==> src/motor_fault_consts.svh <==
// Timing and field constants for the motor fault supervisor.
// Operation
// RULE1: Estimator mode flags stall when estimated mechanical constant exceeds its threshold.
// RULE2: Startup mode samples phase advance at ramp end; stall if above threshold.
// RULE3: A stall stops commutation and releases all gates so the motor coasts.
// RULE4: After a stall, wait a 5 or 10 second hold-off, by select bit.
// RULE5: Stall hold-skip set means restart after stall with no hold-off.
// RULE6: Retry limit 3, 5, 10 or unlimited; past limit hold until zero demand.
// RULE7: Zero demand clears the stall retry counter.
// RULE8: Overcurrent has top priority and acts at once.
// RULE9: Check each commanded-on MOSFET comparator; on excess turn off all gates.
// RULE10: Recovery select 0 waits zero demand; 1 restarts automatically after 5 seconds.
// RULE11: Overcurrent hold-skip set means restart after overcurrent with no hold-off.
// RULE12: Ignore overcurrent comparator for a selectable blanking time after each turn-on.
// RULE13: Comparator must persist a selectable filter time while gate is on.
// RULE14: Trip level field is driven out to the analog comparator.
// RULE15: Charge-pump or regulator undervoltage disables outputs until the flag clears.
// RULE16: Fault indication is asserted while undervoltage is active.
// RULE17: Enabled overvoltage stops control and coasts; restart once the flag clears.
// RULE18: Disabled overvoltage neither stops the motor nor raises the fault indication.
// RULE19: Zero-demand flag follows the transformed demand when the transformer is active.
// RULE20: Zero-demand flag is indication only and clears on nonzero demand.
// RULE21: Overtemperature stops and coasts; restart after clearing only with nonzero demand.
// RULE22: Second-scale hold-offs come from the core clock through a prescaler.
`ifndef MOTOR_FAULT_CONSTS_SVH
`define MOTOR_FAULT_CONSTS_SVH
`define CLOCK_HZ 50000000
`define PRESCALE_CYCLES (`CLOCK_HZ / 10)
`define PRESCALE_W 23
`define HOLD_5S_SEC 5
`define HOLD_10S_SEC 10
`define TICKS_PER_SEC 10
`define HOLD_W 7
`define HOLD_5S_TICKS 7'h32
`define HOLD_10S_TICKS 7'h64
`define RETRY_W 4
`define RETRY_3 4'h3
`define RETRY_5 4'h5
`define RETRY_10 4'hA
`define FILT_W 6
`define BLANK_CYCLES_0 6'h08
`define BLANK_CYCLES_1 6'h10
`define BLANK_CYCLES_2 6'h20
`define BLANK_CYCLES_3 6'h3F
`define FILT_CYCLES_0 6'h02
`define FILT_CYCLES_1 6'h04
`define FILT_CYCLES_2 6'h08
`define FILT_CYCLES_3 6'h10
`define FILT_SATURATE 6'h3F
`define DEMAND_W 9
`define DEMAND_ZERO 9'h000
`endif

==> src/motor_fault_pkg.sv <==
// Types shared by the motor fault supervisor.
package motor_fault_pkg;
	typedef enum logic [4:0] {
		ST_RUN = 5'h01,
		ST_STALL_HOLD = 5'h02,
		ST_STALL_LOCK = 5'h04,
		ST_OC_HOLD = 5'h08,
		ST_OC_LOCK = 5'h10
	} fault_state_t;

	typedef struct packed {
		logic stall_holdoff_skip;
		logic stall_hold_long;
		logic [1:0] stall_retry_select;
		logic overcurrent_recovery_select;
		logic overcurrent_holdoff_skip;
		logic [1:0] vds_blanking_select;
		logic [1:0] vds_filter_select;
		logic [1:0] vds_trip_level_select;
		logic supply_overvolt_protect_enable;
		logic estimator_stall_enable;
	} fault_config_t;

	typedef struct packed {
		fault_state_t state;
		logic [22:0] prescale;
		logic [6:0] hold;
		logic [3:0] retries;
		logic [5:0][5:0] blank;
		logic [5:0][5:0] filt;
		logic [5:0] gate_prev;
		logic gate_disable;
		logic coast;
		logic restart_request;
		logic fault_indication;
		logic zero_demand_flag;
		logic thermal_latched;
	} fault_regs_t;
endpackage : motor_fault_pkg

==> src/motor_fault_supervisor.sv <==
// Fault supervision for a sensorless motor gate driver: stall, overcurrent, undervoltage, overvoltage, thermal.
`timescale 1ns/1ps
`include "motor_fault_consts.svh"
module motor_fault_supervisor (
	input wire logic clock,
	input wire logic rst,
	input wire motor_fault_pkg::fault_config_t config_in,
	input wire logic estimate_above_threshold,
	input wire logic ramp_end,
	input wire logic phase_advance_above_threshold,
	input wire logic [5:0] gate_command,
	input wire logic [5:0] vds_compare,
	input wire logic charge_pump_undervolt,
	input wire logic regulator_undervolt,
	input wire logic supply_overvolt,
	input wire logic thermal_shutdown,
	input wire logic transformer_active,
	input wire logic [8:0] raw_demand,
	input wire logic [8:0] transformed_demand,
	output logic gate_disable,
	output logic coast,
	output logic restart_request,
	output logic fault_indication,
	output logic zero_demand_flag,
	output logic overcurrent_fault,
	output logic stall_fault,
	output logic [1:0] vds_trip_level
);
	motor_fault_pkg::fault_regs_t r;
	motor_fault_pkg::fault_regs_t next_r;
	logic [8:0] demand;
	logic demand_zero;
	logic stall_event;
	logic overcurrent_event;
	logic tick;
	logic undervolt;
	logic overvolt_stop;
	logic [5:0] trip;

	////////////////////////////////////////////////////////////////////////////
	// Blanking length in cycles for the select code; long enough to pass the Miller plateau.
	function automatic logic [5:0] blank_cycles(input logic [1:0] sel);
		case (sel)
			2'h0: blank_cycles = `BLANK_CYCLES_0;
			2'h1: blank_cycles = `BLANK_CYCLES_1;
			2'h2: blank_cycles = `BLANK_CYCLES_2;
			default: blank_cycles = `BLANK_CYCLES_3;
		endcase
	endfunction : blank_cycles

	// Filter length in cycles the comparator must persist.
	function automatic logic [5:0] filter_cycles(input logic [1:0] sel);
		case (sel)
			2'h0: filter_cycles = `FILT_CYCLES_0;
			2'h1: filter_cycles = `FILT_CYCLES_1;
			2'h2: filter_cycles = `FILT_CYCLES_2;
			default: filter_cycles = `FILT_CYCLES_3;
		endcase
	endfunction : filter_cycles

	// Retry limit; zero means unlimited.
	function automatic logic [3:0] retry_limit(input logic [1:0] sel);
		case (sel)
			2'h0: retry_limit = `RETRY_3;
			2'h1: retry_limit = `RETRY_5;
			2'h2: retry_limit = `RETRY_10;
			default: retry_limit = 4'h0;
		endcase
	endfunction : retry_limit

	////////////////////////////////////////////////////////////////////////////
	// Demand decode and fault detection terms.
	assign demand = transformer_active ? transformed_demand : raw_demand; // see RULE19
	assign demand_zero = (demand == `DEMAND_ZERO);
	assign tick = (r.prescale == 23'(`PRESCALE_CYCLES - 1)); // see RULE22
	assign stall_event = (config_in.estimator_stall_enable & estimate_above_threshold) // see RULE1
		| (~config_in.estimator_stall_enable & ramp_end & phase_advance_above_threshold); // see RULE2
	assign undervolt = charge_pump_undervolt | regulator_undervolt;
	assign overvolt_stop = config_in.supply_overvolt_protect_enable & supply_overvolt; // see RULE17 see RULE18
	assign vds_trip_level = config_in.vds_trip_level_select; // see RULE14
	always_comb
	begin
		for (int i = 0; i < 6; i++)
		begin
			// The cycle in which a gate turns on is blanked too, before the counter has loaded.
			trip[i] = gate_command[i] && r.gate_prev[i] && (r.blank[i] == 6'h00)
				&& (r.filt[i] >= filter_cycles(config_in.vds_filter_select)); // see RULE9 see RULE13
		end
	end
	assign overcurrent_event = |trip;

	////////////////////////////////////////////////////////////////////////////
	// Next-state logic for the whole supervisor.
	always_comb
	begin
		next_r = r;
		next_r.restart_request = 1'b0;
		next_r.gate_prev = gate_command;
		next_r.prescale = tick ? 23'h000000 : r.prescale + 23'h000001;
		for (int i = 0; i < 6; i++)
		begin
			// Blanking restarts on every rising gate command.
			if (gate_command[i] && !r.gate_prev[i])
			begin
				next_r.blank[i] = blank_cycles(config_in.vds_blanking_select); // see RULE12
			end
			else if (r.blank[i] != 6'h00)
			begin
				next_r.blank[i] = r.blank[i] - 6'h01;
			end
			// Persistence counter saturates so the compare stays valid.
			if (gate_command[i] && r.gate_prev[i] && r.blank[i] == 6'h00 && vds_compare[i])
			begin
				next_r.filt[i] = (r.filt[i] == `FILT_SATURATE) ? r.filt[i] : r.filt[i] + 6'h01; // see RULE13
			end
			else
			begin
				next_r.filt[i] = 6'h00;
			end
		end
		next_r.zero_demand_flag = demand_zero; // see RULE20
		if (thermal_shutdown)
		begin
			next_r.thermal_latched = 1'b1;
		end
		else if (r.thermal_latched && !demand_zero)
		begin
			next_r.thermal_latched = 1'b0; // see RULE21
			next_r.restart_request = 1'b1;
		end
		if (tick && r.hold != 7'h00)
		begin
			next_r.hold = r.hold - 7'h01;
		end
		// Overcurrent is checked first so no other fault can delay it.
		if (overcurrent_event)
		begin
			next_r.state = motor_fault_pkg::ST_OC_LOCK; // see RULE8 see RULE9
			if (config_in.overcurrent_holdoff_skip)
			begin
				next_r.state = motor_fault_pkg::ST_OC_HOLD; // see RULE11
				next_r.hold = 7'h00;
			end
			else if (config_in.overcurrent_recovery_select)
			begin
				next_r.state = motor_fault_pkg::ST_OC_HOLD; // see RULE10
				next_r.hold = `HOLD_5S_TICKS;
			end
		end
		else
		begin
			case (r.state)
				motor_fault_pkg::ST_RUN:
				begin
					if (stall_event)
					begin
						next_r.retries = r.retries + 4'h1;
						if (retry_limit(config_in.stall_retry_select) != 4'h0
							&& r.retries >= retry_limit(config_in.stall_retry_select))
						begin
							next_r.state = motor_fault_pkg::ST_STALL_LOCK; // see RULE6
						end
						else
						begin
							next_r.state = motor_fault_pkg::ST_STALL_HOLD; // see RULE3
							next_r.hold = config_in.stall_holdoff_skip ? 7'h00 // see RULE5
								: (config_in.stall_hold_long ? `HOLD_10S_TICKS : `HOLD_5S_TICKS); // see RULE4
						end
					end
				end
				motor_fault_pkg::ST_STALL_HOLD, motor_fault_pkg::ST_OC_HOLD:
				begin
					if (r.hold == 7'h00)
					begin
						next_r.state = motor_fault_pkg::ST_RUN;
						next_r.restart_request = 1'b1;
					end
				end
				motor_fault_pkg::ST_STALL_LOCK, motor_fault_pkg::ST_OC_LOCK:
				begin
					if (demand_zero)
					begin
						next_r.state = motor_fault_pkg::ST_RUN; // see RULE6 see RULE10
						next_r.restart_request = 1'b1;
					end
				end
				default:
				begin
					next_r.state = motor_fault_pkg::ST_RUN;
				end
			endcase
		end
		// Zero demand clears the retry count last, so a stall in the same cycle cannot undo it.
		if (demand_zero)
		begin
			next_r.retries = 4'h0; // see RULE7
		end
		// Gates off in any fault; undervolt holds them off regardless of state.
		next_r.gate_disable = overcurrent_event || undervolt || overvolt_stop || next_r.thermal_latched
			|| next_r.state != motor_fault_pkg::ST_RUN; // see RULE15
		next_r.coast = next_r.gate_disable;
		next_r.fault_indication = undervolt || overvolt_stop || next_r.state != motor_fault_pkg::ST_RUN; // see RULE16
	end

	////////////////////////////////////////////////////////////////////////////
	// State register.
	always_ff @(posedge clock or posedge rst)
	begin
		if (rst)
		begin
			r <= '{state: motor_fault_pkg::ST_RUN, default: '0};
		end
		else
		begin
			r <= next_r;
		end
	end

	assign gate_disable = r.gate_disable;
	assign coast = r.coast;
	assign restart_request = r.restart_request;
	assign fault_indication = r.fault_indication;
	assign zero_demand_flag = r.zero_demand_flag;
	assign overcurrent_fault = (r.state == motor_fault_pkg::ST_OC_HOLD) || (r.state == motor_fault_pkg::ST_OC_LOCK);
	assign stall_fault = (r.state == motor_fault_pkg::ST_STALL_HOLD) || (r.state == motor_fault_pkg::ST_STALL_LOCK);

	////////////////////////////////////////////////////////////////////////////
	// Checks on the supervisor behaviour.
	// An overcurrent trip must reach the gates on the very next edge.
	a_oc_gates_off: assert property (@(posedge clock) disable iff (rst) // see RULE9
		overcurrent_event
		|=> gate_disable && overcurrent_fault)
		else $error("overcurrent did not disable gates");

	// Undervolt is level driven, so gates stay off for as long as it lasts.
	a_uv_holds_off: assert property (@(posedge clock) disable iff (rst) // see RULE15
		undervolt
		|=> gate_disable && fault_indication)
		else $error("undervolt did not hold gates off");

	// Only the overvoltage itself may be present here; every other fault source is excluded.
	a_ov_ignored: assert property (@(posedge clock) disable iff (rst) // see RULE18
		supply_overvolt && !config_in.supply_overvolt_protect_enable && r.state == motor_fault_pkg::ST_RUN
		&& !undervolt && !thermal_shutdown && !r.thermal_latched && !overcurrent_event && !stall_event
		|=> !fault_indication)
		else $error("disabled overvolt raised fault");

	// The zero flag follows whichever demand is selected.
	a_zero_flag: assert property (@(posedge clock) disable iff (rst) // see RULE19
		demand_zero
		|=> zero_demand_flag)
		else $error("zero demand flag missing");

	// A stall in the run state must release the gates at once.
	a_stall_coasts: assert property (@(posedge clock) disable iff (rst) // see RULE3
		r.state == motor_fault_pkg::ST_RUN && stall_event && !overcurrent_event
		|=> stall_fault && coast)
		else $error("stall did not coast");

	// No trip may come from transistor 0 while still inside its blanking time.
	a_blank_masks: assert property (@(posedge clock) disable iff (rst) // see RULE12
		r.blank[0] != 6'h00
		|-> !trip[0])
		else $error("trip inside blanking");

	// Zero demand always wins over a stall counted in the same cycle.
	a_retry_clear: assert property (@(posedge clock) disable iff (rst) // see RULE7
		demand_zero
		|=> r.retries == 4'h0)
		else $error("retry count not cleared");

	// The analog comparator must see the selected level at all times.
	a_trip_level: assert property (@(posedge clock) disable iff (rst) // see RULE14
		1'b1
		|-> vds_trip_level == config_in.vds_trip_level_select)
		else $error("trip level not driven");

	// A locked stall must not restart by itself while demand stays nonzero.
	a_lock_holds: assert property (@(posedge clock) disable iff (rst) // see RULE6
		r.state == motor_fault_pkg::ST_STALL_LOCK && !demand_zero && !overcurrent_event
		|=> stall_fault)
		else $error("stall lock released early");

	// Zero demand is the only way out of the stall lock other than an overcurrent trip.
	a_lock_release: assert property (@(posedge clock) disable iff (rst) // see RULE6
		r.state == motor_fault_pkg::ST_STALL_LOCK && demand_zero && !overcurrent_event
		|=> !stall_fault && restart_request)
		else $error("stall lock not released by zero demand");

	// The flag is indication only and must drop with the first nonzero demand.
	a_zero_clears: assert property (@(posedge clock) disable iff (rst) // see RULE20
		!demand_zero
		|=> !zero_demand_flag)
		else $error("zero demand flag stuck");

	// An enabled supply overvoltage stops control and shows on the fault output.
	a_ov_coasts: assert property (@(posedge clock) disable iff (rst) // see RULE17
		overvolt_stop
		|=> coast && fault_indication)
		else $error("enabled overvolt did not coast");

	// Overtemperature coasts the motor on the next edge.
	a_hot_coasts: assert property (@(posedge clock) disable iff (rst) // see RULE21
		thermal_shutdown
		|=> coast)
		else $error("overtemperature did not coast");

	// A cooled part with zero demand must keep waiting rather than restart.
	a_hot_waits: assert property (@(posedge clock) disable iff (rst) // see RULE21
		r.thermal_latched && !thermal_shutdown && demand_zero
		|=> coast)
		else $error("thermal restart without demand");

	// The overcurrent lock is left through zero demand, or through a new overcurrent trip into ST_OC_HOLD when hold-skip or recovery select is set.
	a_oc_lock_waits: assert property (@(posedge clock) disable iff (rst) // see RULE10
		r.state == motor_fault_pkg::ST_OC_LOCK && !demand_zero
		|=> overcurrent_fault)
		else $error("overcurrent lock released early");

	// An expired or skipped hold-off must restart on the next edge.
	a_skip_restart: assert property (@(posedge clock) disable iff (rst) // see RULE5
		(r.state == motor_fault_pkg::ST_STALL_HOLD || r.state == motor_fault_pkg::ST_OC_HOLD)
		&& r.hold == 7'h00 && !overcurrent_event
		|=> restart_request)
		else $error("hold-off expiry did not restart");

	// While hold-off ticks remain the stall must stand.
	a_hold_counts: assert property (@(posedge clock) disable iff (rst) // see RULE4
		r.state == motor_fault_pkg::ST_STALL_HOLD && r.hold != 7'h00 && !overcurrent_event
		|=> stall_fault)
		else $error("stall hold-off cut short");

	// The prescaler wraps to zero after each tick, so ticks are evenly spaced.
	a_tick_period: assert property (@(posedge clock) disable iff (rst) // see RULE22
		tick
		|=> r.prescale == 23'h000000)
		else $error("prescaler did not wrap");

	// Every turn-on of gate 0 loads a nonzero blanking count.
	a_blank_load: assert property (@(posedge clock) disable iff (rst) // see RULE12
		gate_command[0] && !r.gate_prev[0]
		|=> r.blank[0] != 6'h00)
		else $error("blanking not loaded on turn-on");

	// Main scenarios that the bench is expected to reach.
	c_overcurrent: cover property (@(posedge clock) overcurrent_event);
	c_stall_restart: cover property (@(posedge clock) stall_fault ##1 restart_request);
	c_stall_lock: cover property (@(posedge clock) r.state == motor_fault_pkg::ST_STALL_LOCK);
	c_undervolt: cover property (@(posedge clock) undervolt ##1 fault_indication);
	c_thermal_restart: cover property (@(posedge clock) r.thermal_latched ##1 restart_request);
endmodule : motor_fault_supervisor

==> config.mk <==
export PLATFORM = sky130hd
export DESIGN_NAME = motor_fault_supervisor
export DESIGN_NICKNAME = d
export VERILOG_FILES = /design/src/motor_fault_pkg.sv /design/src/motor_fault_supervisor.sv
export VERILOG_INCLUDE_DIRS = /design/src /design/src/src
export SDC_FILE = /design/constraint.sdc
export NUM_CORES = 1
export LEC_CHECK = 0
export ABC_AREA = 1
export BUFFER_PORTS_ARGS = -buffer_cell sky130_fd_sc_hd__buf_2
export CAP_MARGIN = 20
export CORE_MARGIN = 2
export CORE_UTILIZATION = 65
export DETAILED_ROUTE_END_ITERATION = 12
export MAX_ROUTING_LAYER = met4
export PLACE_DENSITY = 0.86
export SLEW_MARGIN = 20
export SYNTH_ARGS = -nofsm -noshare
export SYNTH_HDL_FRONTEND = slang
export SYNTH_SLANG_ARGS = --single-unit
==> constraint.sdc <==
create_clock -name clock -period 6.4 [get_ports clock]
set_input_delay 0 -clock clock [delete_from_list [all_inputs] [get_ports clock]]
set_output_delay 0 -clock clock [all_outputs]
set_load 0.05 [all_outputs]
==> flow_metrics.tcl <==
set metrics [dict create \
    gp_congestion 0.908 \
    yosysUniqueCellTypes 43 \
    top_layer "met4" \
    ys_ff_latch 122 \
    cts_htree_levels 4 \
    die_area_mm2 0.0124 \
    drv_slew 0 \
    hold_viol 0 \
    cp_max_fo 8 \
    cts_root_buf "clkbuf_16" \
    numCtsBuffers 17 \
    antenna_found_initial 0 \
    synth_area_mm2 0.00750 \
    worstMarginPinSlew_ps 925 \
    pin_count 63 \
    critPathCaptureType "flip-flop" \
    synthFlopType "dfrtp_1" \
    netlist.area_leader.share_pct 40.4 \
    fin_skew_ps 5.52 \
    dr_wl_met2_mm 8.42 \
    synth_seq_area_share_pct 40.7 \
    yosys_warnings 0 \
    rows 39 \
    firstDrtPassIters 5 \
    via_per_inst 5.42 \
    p_comb_share_pct 29.1 \
    min_period_ps 2540 \
    drc 0 \
    cp.required_ps 6710 \
    synth.net_count 1083 \
    p_leak_nw 4.47 \
    rrSetupSlack_ps 3880 \
    drt_iter0_drc 591 \
    cp_slowest_stage_delay_ps 600 \
    critPathBufInv 5 \
    power.internal_mw 1.84 \
    critPathLaunchType "input port" \
    critPathSlowestCell "dlygate4sd3_1" \
    ctsResizeCount 0 \
    routed_wl_mm 16.5 \
    synth_edf_count 0 \
    ir_worst_vdd_v 0.000380 \
    hold_class "in -> out" \
    fmax_mhz 394 \
    io_buffer_count 58 \
    holdBufCountCts 27 \
    cts.sinks 122 \
    syn_inst 982 \
    grt_pass1_vias 6714 \
    clkPwrFrac_pct 33.4 \
    setup_violations 0 \
    power_mw 2.78 \
    dpl.hpwl_mm 11.0 \
    status "complete, no violations" \
    vias 6709 \
    core_area_mm2 0.0113 \
    diodes 0 \
    globalRouteTotalUtil_pct 28.8 \
    route.met3.wl_um 672 \
    finalNetCount 1184 \
    setup_tns_ps 0 \
    wl_per_cell_um 13.3 \
    period_share_pct 39.6 \
    post-cts-setup-buffer-count 0 \
    die_y_um 111 \
    seq_power_share_pct 37.5 \
    cts_tree "built" \
    synthArstFlopShare_pct 100 \
    synth.area.top_cells "dfrtp_1 40%, nand2_1 10%, inv_1 8.1%" \
    path_cells "dlygate4sd3_1 -> buf_2 -> nor4_1 -> dlygate4sd3_1 -> nand2_1 -> dlygate4sd3_1 -> nand2_1 -> inv_1 -> nand2_1 -> nand3_1 -> nand2_1 -> nand2_1" \
    p_sw_share_pct 33.7 \
    crit_path_frequent_cell "nand2_1" \
    grt_max_degree 76 \
    critical-path-top-delay-family "buffers and inverters" \
    critPathArrivalTime_ps 2850 \
    switchingPower_mw 0.935 \
    initial_core_util_pct 66.2 \
    nFillCells 774 \
    cts.reportedPaths.clkPinSlew_ps 50 \
    wl_met1_mm 7.05 \
    grt-ovfl-total 0 \
    slew_headroom_pct 38.4 \
    avgSynthCellArea_um2 7.64 \
    rsz0062_at_grt "false" \
    synthToLayoutAreaGrowth_pct 17.3 \
    layout-drive-gt1-share_pct 12.2 \
    drv_cap 0 \
    power_density_mw_per_mm2 316 \
    path_class "in -> reg" \
    grt_pass1_wl_mm 28.6 \
    worstSkewPairLatency_ps 420 \
    ant_nets 0 \
    yosysTopAreaCell "dfrtp_1" \
    die_x_um 111 \
    cts_max_path_buffers 2 \
]
==> final cells by class <==
cell class                 instances  area, um2  area share (%)
clock buffer                      23        478            5.43
clock inverter                     8       93.8            1.07
timing repair buffer              86        568            6.46
tap                              143        179            2.03
multi-input combinational        682       3760            42.8
sequential                       122       3050            34.7
inverter                         174        661            7.51
==> final timing paths <==
path / depth (start not counted) / from / endpoint
setup / recovery: 12 / raw_demand[8] / r[86]
hold / removal: 0 / config_in[2] / vds_trip_level[0]
setup reg to reg: 14 / r[54] / r[94]
hold reg to reg: 2 / r[67] / r[67]
max in group asynchronous: 4 / rst / r[71]
min in group asynchronous: 3 / rst / r[111]
==> power groups by stage <==
stage	Sequential (mW)	Combinational, mW	Clock [mW]
final	1.04	0.809	0.927
after global routing	1.06	0.930	0.972
after CTS	1.04	0.801	0.937
after detailed placement	1.04	0.767	0
after global placement	1.04	0.741	0
after floorplan	1.03	0.614	0
==> through the flow <==
step	hold slack [ps]	area (um2)	utilization (%)	cells	worst slack, ps
floorplan	31.4	7500	-	982	3160
global placement	0.341	7950	70.2	1180	4470
detailed placement	0.341	7950	70.2	1180	4410
CTS	0.341	8790	77.7	1238	3910
global route	0.0794	8790	77.7	1238	3630
finish	0.0193	8790	77.7	1238	3860
==> layer usage <==
layer | vias to the layer above | GRT usage, %
met4 | 0 | 11.8
met3 | 39 | 7.08
met1 | 3103 | 33.0
met2 | 184 | 48.8
li1 | 3383 | -
met5 | - | -
==> Yosys cell counts (8+ instances only) <==
cell / count
xnor2_1: 8
ha_1: 47
inv_2: 12
dfrtp_1: 121
nand2_1: 206
a21oi_1: 36
o21ai_0: 40
nand4_1: 20
nor3_1: 34
o211ai_1: 14
inv_1: 161
nand3_1: 73
nor2_1: 109
xor2_1: 29
nor2_2: 8
==> worst reg2reg max path: stages (launching register included) <==
cell and delay [ps]:
dfrtp_1 360, inv_1 130, ha_1 190, nand2_1 90
nor2_2 130, nand2_2 110, nor2_1 190, nand2_1 80
nand2_1 120, nor2_4 90, nand2_8 100, inv_2 90
nand3_1 80, dlygate4sd3_1 580, nand2_1 70
==> placed cells by master, fill, tap and decap left out, types with 4 or more instances in the layout <==
master         instances
a21oi_1               36
a221oi_1               4
buf_2                 58
clkbuf_16             17
clkinv_2               5
dfrtp_1              121
dlygate4sd3_1         27
ha_1                  47
inv_1                160
inv_2                 12
nand2_1              206
nand2_2                6
nand3_1               73
nand3_2                4
nand4_1               20
nor2_1               109
nor2_2                 8
nor3_1                34
nor4_1                 4
o211a_1                4
o211ai_1              14
o21ai_0               40
or2_2                  5
xnor2_1                8
xor2_1                29
==> kinds of logic (layout without fill, tap and decap cells) <==
| family | Yosys count | after routing | share of synthesized area (%) |
|---|---|---|---|
| simple gates | 485 | 485 | 29.1 |
| buf+inv | 178 | 291 | 9.13 |
| flops | 122 | 122 | 40.7 |
| compound gates | 113 | 113 | 8.88 |
| fa+ha+maj | 47 | 47 | 7.84 |
| xor+xnor | 37 | 37 | 4.32 |
==> sequential cells by signal (all words and copies together) (netlist names) <==
name and cells:
r 118, zero_demand_flag 1, restart_request 1, fault_indication 1, coast 1
Power figures use the tool's default switching activity.
